### src/rtl/scs_defs.svh
// constants for the sdram command block: widths, field positions, reset values, timing
`ifndef SCS_DEFS_SVH
`define SCS_DEFS_SVH

// ==========================================================
// address and field layout
`define SCS_ROW_W 12
`define SCS_COL_W 9
`define SCS_ARR_AW 23
`define SCS_AP_BIT 10
`define SCS_MR_BL_HI 2
`define SCS_MR_BL_LO 0
`define SCS_MR_WB_BIT 9
`define SCS_BL_FULL 3'h7
`define SCS_EMR_BANK 2'h2
`define SCS_MR_BANK 2'h0

// ==========================================================
// reset values (no reset pin on the part; these are power-up choices)
`define SCS_MR_RESET 12'h000
`define SCS_EMR_RESET 12'h000

// ==========================================================
// timing
`define SCS_CLK_NS 10
`define SCS_SR_INTERVAL_NS 15625
`define SCS_SR_CYCLES (`SCS_SR_INTERVAL_NS / `SCS_CLK_NS)

// ==========================================================
// write data buffer
`define SCS_FIFO_DEPTH 8
`define SCS_FIFO_W 41

`endif

### src/rtl/scs_pkg.sv
// types shared by the sdram command block
package scs_pkg;

  // ==========================================================
  // power state, gray along normal<->self and normal<->deep
  typedef enum logic [1:0] {
    PWR_NORMAL = 2'h0,
    PWR_SELF = 2'h1,
    PWR_DEEP = 2'h2
  } scs_pwr_t;

  // ==========================================================
  // decoded command
  typedef enum logic [3:0] {
    CMD_INHIBIT = 4'h0,
    CMD_NOP = 4'h1,
    CMD_ACTIVE = 4'h2,
    CMD_READ = 4'h3,
    CMD_WRITE = 4'h4,
    CMD_TERM = 4'h5,
    CMD_PRECHARGE = 4'h6,
    CMD_REFRESH = 4'h7,
    CMD_MODE = 4'h8
  } scs_cmd_t;

  // ==========================================================
  // complete state of the command block
  typedef struct packed {
    logic [11:0] modeReg;
    logic [11:0] extModeReg;
    logic [3:0] bankOpen;
    logic [3:0][11:0] openRow;
    logic [11:0] refreshRow;
    scs_pwr_t pwr;
    logic [10:0] srTimer;
    logic burstOn;
    logic burstWrite;
    logic burstAutoPre;
    logic burstFull;
    logic [1:0] burstBank;
    logic [8:0] burstCol;
    logic [8:0] burstLeft;
    logic [8:0] burstWrap;
    logic [1:0] mask1;
    logic [1:0] mask2;
    logic rdPend;
    logic arrRdEn;
    logic [22:0] arrRdAddr;
    logic [15:0] dqOut;
    logic [15:0] dqOe;
    logic refreshStrobe;
    logic arrayOff;
    logic wrDropped;
  } scs_state_t;

endpackage

### src/rtl/scs_fifo.sv
// write data buffer between the command block and the array write port
`timescale 1ns/10ps
module scs_fifo import scs_pkg::*; #(
  parameter int W = 41,
  parameter int DEPTH = 8
) (
  // clock and reset
  input wire logic clk_sys,
  input wire logic rst_b,
  // filling side
  input wire logic inValid,
  output logic inReady,
  input wire logic [W-1:0] inData,
  // draining side
  output logic outValid,
  input wire logic outReady,
  output logic [W-1:0] outData
);

  localparam int AW = $clog2(DEPTH);

  typedef struct packed {
    logic [DEPTH-1:0][W-1:0] mem;
    logic [AW-1:0] wrPtr;
    logic [AW-1:0] rdPtr;
    logic [AW:0] count;
    logic outValid;
    logic [W-1:0] outData;
  } scs_fifo_state_t;

  scs_fifo_state_t q;
  scs_fifo_state_t d;
  logic push;
  logic pop;

  // ==========================================================
  // next state
  // the output word sits in its own register so the drain side sees a flop
  always_comb begin
    d = q;
    push = inValid && inReady;
    pop = (q.count != '0) && (!q.outValid || outReady);
    if (q.outValid && outReady) begin
      d.outValid = 1'b0;
    end
    if (pop) begin
      d.outData = q.mem[q.rdPtr];
      d.outValid = 1'b1;
      d.rdPtr = AW'(q.rdPtr + 1'b1);
    end
    if (push) begin
      d.mem[q.wrPtr] = inData;
      d.wrPtr = AW'(q.wrPtr + 1'b1);
    end
    d.count = (AW + 1)'(q.count + {{AW{1'b0}}, push} - {{AW{1'b0}}, pop});
  end

  always_ff @(posedge clk_sys or negedge rst_b) begin
    if (!rst_b) begin
      q <= '0;
    end else begin
      q <= d;
    end
  end

  assign inReady = (q.count != (AW + 1)'(DEPTH));
  assign outValid = q.outValid;
  assign outData = q.outData;

endmodule

### src/rtl/scs_sdram_cmd.sv
// command decode, bank, burst and power state logic of a four-bank mobile sdram
`timescale 1ns/10ps
`include "scs_defs.svh"
module scs_sdram_cmd import scs_pkg::*; (
  // clock and reset
  input wire logic clk_sys,
  input wire logic rst_b,
  // command pins
  input wire logic cke,
  input wire logic csB,
  input wire logic rasB,
  input wire logic casB,
  input wire logic weB,
  input wire logic bankSel0,
  input wire logic bankSel1,
  input wire logic [11:0] addr,
  input wire logic lowByteMask,
  input wire logic highByteMask,
  // data pins
  input wire logic [15:0] dqIn,
  output logic [15:0] dqOut,
  output logic [15:0] dqOe,
  // array read port, data returned one cycle after the address
  output logic arrRdEn,
  output logic [22:0] arrRdAddr,
  input wire logic [15:0] arrRdData,
  // array write port
  output logic arrWrValid,
  input wire logic arrWrReady,
  output logic [22:0] arrWrAddr,
  output logic [15:0] arrWrData,
  output logic [1:0] arrWrByteEn,
  // refresh and power status
  output logic refreshStrobe,
  output logic [11:0] refreshRow,
  output logic arrayOff,
  output logic selfRefreshOn,
  output logic wrDropped
);

  scs_state_t q;
  scs_state_t d;
  scs_cmd_t cmd;
  logic [1:0] bank;
  logic [1:0] maskIn;
  logic [8:0] blLeft;
  logic [8:0] blWrap;
  logic blFull;
  logic beatDo;
  logic beatWrite;
  logic [1:0] beatBank;
  logic [8:0] beatCol;
  logic pushValid;
  logic pushReady;
  logic [`SCS_FIFO_W-1:0] pushWord;
  logic [`SCS_FIFO_W-1:0] popWord;

  assign bank = {bankSel1, bankSel0};
  assign maskIn = {highByteMask, lowByteMask};

  // ==========================================================
  // command decode
  always_comb begin
    if (csB) begin
      cmd = CMD_INHIBIT;
    end else begin
      unique case ({rasB, casB, weB})
        3'h7: cmd = CMD_NOP;
        3'h3: cmd = CMD_ACTIVE;
        3'h5: cmd = CMD_READ;
        3'h4: cmd = CMD_WRITE;
        3'h6: cmd = CMD_TERM;
        3'h2: cmd = CMD_PRECHARGE;
        3'h1: cmd = CMD_REFRESH;
        3'h0: cmd = CMD_MODE;
      endcase
    end
  end

  // ==========================================================
  // burst length from the mode register; reserved codes act as one beat
  always_comb begin
    blFull = 1'b0;
    unique case (q.modeReg[`SCS_MR_BL_HI:`SCS_MR_BL_LO])
      3'h1: blLeft = 9'h001;
      3'h2: blLeft = 9'h003;
      3'h3: blLeft = 9'h007;
      `SCS_BL_FULL: begin
        blLeft = 9'h1ff;
        blFull = 1'b1;
      end
      default: blLeft = 9'h000;
    endcase
    blWrap = blLeft;
  end

  // ==========================================================
  // next state
  always_comb begin
    d = q;
    beatDo = 1'b0;
    beatWrite = 1'b0;
    beatBank = q.burstBank;
    beatCol = q.burstCol;
    d.arrRdEn = 1'b0;
    d.refreshStrobe = 1'b0;
    // read data pipeline: address, array, pin register
    d.rdPend = q.arrRdEn;
    d.mask1 = maskIn;
    d.mask2 = q.mask1;
    d.dqOut = arrRdData;
    d.dqOe = {{8{q.rdPend && !q.mask2[1]}}, {8{q.rdPend && !q.mask2[0]}}};

    unique case (q.pwr)
      PWR_SELF: begin
        // all inputs other than clock enable are ignored here
        if (cke) begin
          d.pwr = PWR_NORMAL;
          d.srTimer = '0;
        end else if (q.srTimer == 11'(`SCS_SR_CYCLES - 1)) begin
          d.srTimer = '0;
          d.refreshStrobe = 1'b1;
          d.refreshRow = q.refreshRow + 12'h001;
        end else begin
          d.srTimer = q.srTimer + 11'h001;
        end
      end
      PWR_DEEP: begin
        // mode registers are simply left alone across the whole stay
        if (cke) begin
          d.pwr = PWR_NORMAL;
          d.arrayOff = 1'b0;
        end
      end
      PWR_NORMAL: begin
        if (!cke) begin
          if (cmd == CMD_REFRESH) begin
            d.pwr = PWR_SELF;
            d.srTimer = '0;
            d.burstOn = 1'b0;
          end else if (cmd == CMD_TERM) begin
            d.pwr = PWR_DEEP;
            d.arrayOff = 1'b1;
            d.bankOpen = '0;
            d.burstOn = 1'b0;
          end
        end else begin
          if ((cmd == CMD_READ || cmd == CMD_WRITE) && q.bankOpen[bank]) begin
            // a new access truncates the running one; a pending auto
            // precharge of the truncated burst still closes its bank
            if (q.burstOn && q.burstAutoPre && !q.burstFull) begin
              d.bankOpen[q.burstBank] = 1'b0;
            end
            beatDo = 1'b1;
            beatWrite = (cmd == CMD_WRITE);
            beatBank = bank;
            beatCol = addr[8:0];
            d.burstBank = bank;
            d.burstWrite = (cmd == CMD_WRITE);
            d.burstAutoPre = addr[`SCS_AP_BIT];
            d.burstFull = blFull;
            d.burstWrap = blFull ? 9'h1ff : blWrap;
            d.burstLeft = (cmd == CMD_WRITE && q.modeReg[`SCS_MR_WB_BIT]) ? 9'h000 : blLeft;
            d.burstCol = (addr[8:0] & ~d.burstWrap) | ((addr[8:0] + 9'h001) & d.burstWrap);
            if (d.burstLeft == 9'h000 && !blFull) begin
              d.burstOn = 1'b0;
              if (addr[`SCS_AP_BIT]) begin
                d.bankOpen[bank] = 1'b0;
              end
            end else begin
              d.burstOn = 1'b1;
            end
          end else if (cmd == CMD_TERM) begin
            d.burstOn = 1'b0;
          end else if (q.burstOn) begin
            beatDo = 1'b1;
            beatWrite = q.burstWrite;
            d.burstCol = (q.burstCol & ~q.burstWrap) | ((q.burstCol + 9'h001) & q.burstWrap);
            if (q.burstFull) begin
              d.burstOn = 1'b1;
            end else if (q.burstLeft == 9'h001) begin
              d.burstOn = 1'b0;
              if (q.burstAutoPre) begin
                d.bankOpen[q.burstBank] = 1'b0;
              end
            end else begin
              d.burstLeft = q.burstLeft - 9'h001;
            end
          end
          unique case (cmd)
            CMD_ACTIVE: begin
              d.bankOpen[bank] = 1'b1;
              d.openRow[bank] = addr;
            end
            CMD_PRECHARGE: begin
              if (addr[`SCS_AP_BIT]) begin
                d.bankOpen = '0;
                d.burstOn = 1'b0;
              end else begin
                d.bankOpen[bank] = 1'b0;
                if (q.burstBank == bank) begin
                  d.burstOn = 1'b0;
                end
              end
            end
            CMD_REFRESH: begin
              d.refreshStrobe = 1'b1;
              d.refreshRow = q.refreshRow + 12'h001;
            end
            CMD_MODE: begin
              if (bank == `SCS_EMR_BANK) begin
                d.extModeReg = addr;
              end else if (bank == `SCS_MR_BANK) begin
                d.modeReg = addr;
              end
            end
            default: begin
            end
          endcase
        end
      end
      default: begin
        d.pwr = PWR_NORMAL;
      end
    endcase

    // one array beat per cycle, read or write
    pushValid = beatDo && beatWrite;
    pushWord = {beatBank, q.openRow[beatBank], beatCol, ~maskIn, dqIn};
    if (pushValid && !pushReady) begin
      d.wrDropped = 1'b1;
    end
    if (beatDo && !beatWrite) begin
      d.arrRdEn = 1'b1;
      d.arrRdAddr = {beatBank, q.openRow[beatBank], beatCol};
    end
  end

  always_ff @(posedge clk_sys or negedge rst_b) begin
    if (!rst_b) begin
      q <= '0;
      q.modeReg <= `SCS_MR_RESET;
      q.extModeReg <= `SCS_EMR_RESET;
      q.pwr <= PWR_NORMAL;
    end else begin
      q <= d;
    end
  end

  // ==========================================================
  // write buffer; a full buffer drops the beat and sets the sticky flag,
  // since the pins cannot be stalled
  scs_fifo #(
    .W(`SCS_FIFO_W),
    .DEPTH(`SCS_FIFO_DEPTH)
  ) u_wr_fifo (
    .clk_sys(clk_sys),
    .rst_b(rst_b),
    .inValid(pushValid),
    .inReady(pushReady),
    .inData(pushWord),
    .outValid(arrWrValid),
    .outReady(arrWrReady),
    .outData(popWord)
  );

  assign arrWrAddr = popWord[40:18];
  assign arrWrByteEn = popWord[17:16];
  assign arrWrData = popWord[15:0];
  assign dqOut = q.dqOut;
  assign dqOe = q.dqOe;
  assign arrRdEn = q.arrRdEn;
  assign arrRdAddr = q.arrRdAddr;
  assign refreshStrobe = q.refreshStrobe;
  assign refreshRow = q.refreshRow;
  assign arrayOff = q.arrayOff;
  assign selfRefreshOn = q.pwr[0];
  assign wrDropped = q.wrDropped;

endmodule

### config.mk
export PLATFORM = sky130hd
export DESIGN_NAME = scs_sdram_cmd
export DESIGN_NICKNAME = d
export VERILOG_FILES = /design/src/rtl/scs_pkg.sv /design/src/rtl/scs_fifo.sv /design/src/rtl/scs_sdram_cmd.sv
export VERILOG_INCLUDE_DIRS = /design/src /design/src/rtl
export SDC_FILE = /design/constraint.sdc
export NUM_CORES = 1
export LEC_CHECK = 0
export ABC_AREA = 1
export BUFFER_PORTS_ARGS = -buffer_cell sky130_fd_sc_hd__clkbuf_2
export CELL_PAD_IN_SITES_DETAIL_PLACEMENT = 0
export CELL_PAD_IN_SITES_GLOBAL_PLACEMENT = 2
export CORE_MARGIN = 2
export CORE_UTILIZATION = 41
export CTS_BUF_LIST = sky130_fd_sc_hd__clkbuf_8
export DETAILED_ROUTE_END_ITERATION = 6
export PLACE_DENSITY_LB_ADDON = 0.1
export SLEW_MARGIN = 5
export SYNTH_ARGS = -nofsm -noshare
export SYNTH_HDL_FRONTEND = slang
export SYNTH_SLANG_ARGS = --single-unit
### constraint.sdc
create_clock -name clk_sys -period 4.5 [get_ports clk_sys]
set_input_delay 0.225 -clock clk_sys [delete_from_list [all_inputs] [get_ports clk_sys]]
set_output_delay 0.225 -clock clk_sys [all_outputs]
set_load 0.05 [all_outputs]
==> results.json <==
{
  "outcome": "complete, no violations",
  "post_layout_nonfiller_instances": 4079,
  "layout_commonest_cell": "sky130_fd_sc_hd__nand2_1",
  "cp_num_buf_inv": 2,
  "dp_hpwl_um": 47000,
  "setup_repair_after_global_routing_missed_its_margin": "no",
  "power_report.internal_total_w": 0.0108,
  "maximum_ir_drop_on_the_vdd_rail_mv": 0.273,
  "synthesis.nets": 3168,
  "grt_antenna_before_repair": 2,
  "launching_point_of_the_worst_reg2reg_path": "selfRefreshOn",
  "ys_seq_elements": 538,
  "crit_start": "selfRefreshOn",
  "dr_total_vias": 21300,
  "cts_max_level": 3,
  "worst_setup_hold_path_clk_slew_ns": 0.06,
  "wl_per_cell_um": 19.4,
  "coreArea_um2": 61800,
  "grt_max_degree": 110,
  "critical_path.endpoint_type": "flip-flop",
  "via_per_inst": 5.23,
  "critical-path-slowest-cell": "sky130_fd_sc_hd__o21ai_4",
  "layout.nets": 3246,
  "p_seq_share_pct": 37.8,
  "global_route_wire_length_before_repair_um": 122000,
  "crit_path_cell_trace": "inv_1 -> ha_1 -> nand2_1 -> inv_1 -> nand3_4 -> o21ai_4 -> nand3_1 -> nand3_1 -> nand2_1",
  "root_buffer": "sky130_fd_sc_hd__clkbuf_8",
  "switching_share_pct": 43.7,
  "crit_fanout": 34,
  "buffer_ports.inserted": 169,
  "synthesis.yosys.warnings": 0,
  "worstHoldPathCells": 3,
  "hold_end": "q[149]",
  "timing.final.crit_share_pct": 76.0,
  "postSynthCellCount": 3092,
  "clkPwrFrac_pct": 23.5,
  "design.portCount": 170,
  "synthToLayoutAreaGrowth_pct": 12.3,
  "hold_violations": 0,
  "floorplan_die_area_um2": 64600,
  "reg2reg_slack_ns": 1.08,
  "r2r_end": "u_wr_fifo.q[328]",
  "cts_post_setup_buffers_inserted": 0,
  "dp_cells": 3860,
  "skew_ns": 0.0287,
  "count_of_flip_flops_with_a_built_in_enable_after_synthesis": 0,
  "postSynth.asyncResetShare_pct": 100,
  "cell_count_of_the_worst_reg_to_reg_path": 9,
  "final_cell_mix": "sky130_fd_sc_hd__nand2_1, sky130_fd_sc_hd__dfrtp_1, sky130_fd_sc_hd__o21ai_0",
  "grt_use_total_pct": 24.7,
  "grt_pass1_vias": 20800,
  "final_util_pct": 46.6,
  "cp_top_family": "simple AND/OR/NAND/NOR gates",
  "postCtsResizedCells": 0,
  "hold_path.class": "input port to flip-flop",
  "worst_ep_required_time_ns": 5.05,
  "netlist_area_um2": 25700,
  "dieWidth_um": 254,
  "proportion_of_power_drawn_by_combinational_gates_pct": 38.7,
  "period_minus_slack_ns": 3.42,
  "finalMaxSlewViolations": 0,
  "ys_dominant_reg_cell": "sky130_fd_sc_hd__dfrtp_1",
  "clock_latency_ns": 0.69,
  "static-leakage-power_nw": 14.4,
  "die_height_um": 254,
  "worst_slew_margin_rel_pct": 25.8,
  "drt_drc_violations_left": 0,
  "hold_buffers": 49,
  "critPathMaxStageDelay_ns": 0.77,
  "syn_area_per_cell_um2": 8.30,
  "synth.yosys.seq_area_share_pct": 52.5,
  "grt_remaining_overflow": 0,
  "initial_core_util_pct": 41.5,
  "holdWs_ns": 0.0404,
  "cts_num_sinks": 538,
  "firstDrtPassIters": 5,
  "tritoncts_clock_tree": "built",
  "cp_data_arrival_time_ns": 3.97,
  "detail_route.iter0.violations": 1869,
  "critPathKind": "flip-flop to flip-flop",
  "worst-slew-pin-transition_ns": 1.11,
  "finalWeightedCongestion": 0.814,
  "holdCritStartpoint": "addr[3]",
  "netSwitchingPower_w": 0.00842,
  "detail_route.wirelength_um": 79000,
  "setup_violations": 0,
  "drive_gt1_share_pct": 12.9,
  "crit_path_start_kind": "flip-flop",
  "cts_buffers": 96,
  "cts.path.max_buffers": 3,
  "max_freq_mhz": 292,
  "setup_tns_ns": 0,
  "number_of_routed_nets_with_antenna_violations": 0,
  "place_worst_setup_slack_ns": 1.09,
  "rows": 91,
  "max_cap_violations": 0,
  "power_density_nw_per_um2": 668,
  "synth.lib_cells_used.distinct": 46,
  "worst_slack_ns": 1.08,
  "path_depth": 9
}
[power by group through the flow]
| stage | Clock [W] | Sequential, W | Combinational, W |
|---|---|---|---|
| floorplan | 0 | 0.00695 | 0.00594 |
| global placement | 0 | 0.00731 | 0.00733 |
| detailed placement | 0 | 0.00733 | 0.00744 |
| CTS | 0.00468 | 0.00727 | 0.00750 |
| global route | 0.00491 | 0.00746 | 0.00827 |
| finish | 0.00453 | 0.00728 | 0.00744 |
[cell families after synthesis]
family / count (synthesis) / share of synthesized area [%]
compound gates: 651 / 13.9
fa+ha+maj: 20 / 1.00
simple gates: 1363 / 22.3
buf+inv: 488 / 9.26
flops: 538 / 52.5
xor+xnor: 31 / 1.06
mux: 1 / 0.0390
[through the flow]
step                power, W  cell area, um^2
detailed placement    0.0148            26400
global placement      0.0146            26400
floorplan             0.0129            25700
CTS                   0.0194            28800
finish                0.0193            28800
global route          0.0206            28800
[how the worst max path moves through the flow]
stage / endpoint / slack [ns]
CTS: u_wr_fifo.q[325] / 1.08
global placement: u_wr_fifo.q[366] / 1.23
global route: u_wr_fifo.q[328] / 0.76
floorplan: u_wr_fifo.q[44] / 1.91
finish: u_wr_fifo.q[328] / 1.08
detailed placement: arrRdAddr[9] / 1.09
[Yosys cell counts, drive strengths merged, types with 2 or more instances]
| master | number | area share, % |
|---|---|---|
| a21oi | 73 | 1.4 |
| a22oi | 2 | 0.058 |
| a31oi | 3 | 0.073 |
| and3 | 2 | 0.049 |
| buf | 196 | 5.0 |
| clkbuf | 83 | 1.2 |
| clkinv | 2 | 0.029 |
| dfrtp | 538 | 52 |
| ha | 19 | 0.93 |
| inv | 207 | 3.0 |
| nand2 | 874 | 13 |
| nand3 | 262 | 5.5 |
| nand4 | 11 | 0.27 |
| nor2 | 183 | 2.9 |
| nor3 | 21 | 0.41 |
| nor4 | 6 | 0.15 |
| o211ai | 22 | 0.64 |
| o21a | 2 | 0.058 |
| o21ai | 497 | 9.9 |
| o221ai | 42 | 1.4 |
| o22ai | 5 | 0.12 |
| or2 | 3 | 0.073 |
| xnor2 | 8 | 0.27 |
| xor2 | 23 | 0.78 |
[flip-flops by register name, indices dropped and copies added, names as in the netlist, named ones only]
| name | cells |
|---|---|
| arrRdAddr | 23 |
| q | 90 |
| d | 2 |
| dqOut | 16 |
| u_wr_fifo.outValid | 1 |
| u_wr_fifo.q | 338 |
| wrDropped | 1 |
| arrayOff | 1 |
| refreshRow | 12 |
| selfRefreshOn | 1 |
| dqOe | 2 |
| refreshStrobe | 1 |
| u_wr_fifo.outData | 41 |
| arrRdEn | 1 |
[layer usage]
metal	GRT usage (%)	vias to the layer above	routed length, um
met2	40.6	570	37000
met5	0	-	11
li1	-	10200	-
met1	33.9	10400	36000
met3	3.84	116	4250
met4	7.01	2	1740
[worst min-delay path, delay by kind of cell]
family                 cells  cell delay, ns
buffers and inverters      2            0.26
AO/OA/AOI/OAI              1            0.19
[cell type report]
cell class              count  area [um^2]
repair buffers            259         1780
multi-input cells        2066         9830
inverters                 209          787
diodes                      2         5.00
clock inverters            46          225
fillers                  6161        33000
clock buffers             122         1680
well taps                 837         1050
flip-flops and latches    538        13500
No activity file was read; power rests on OpenSTA's default activity.
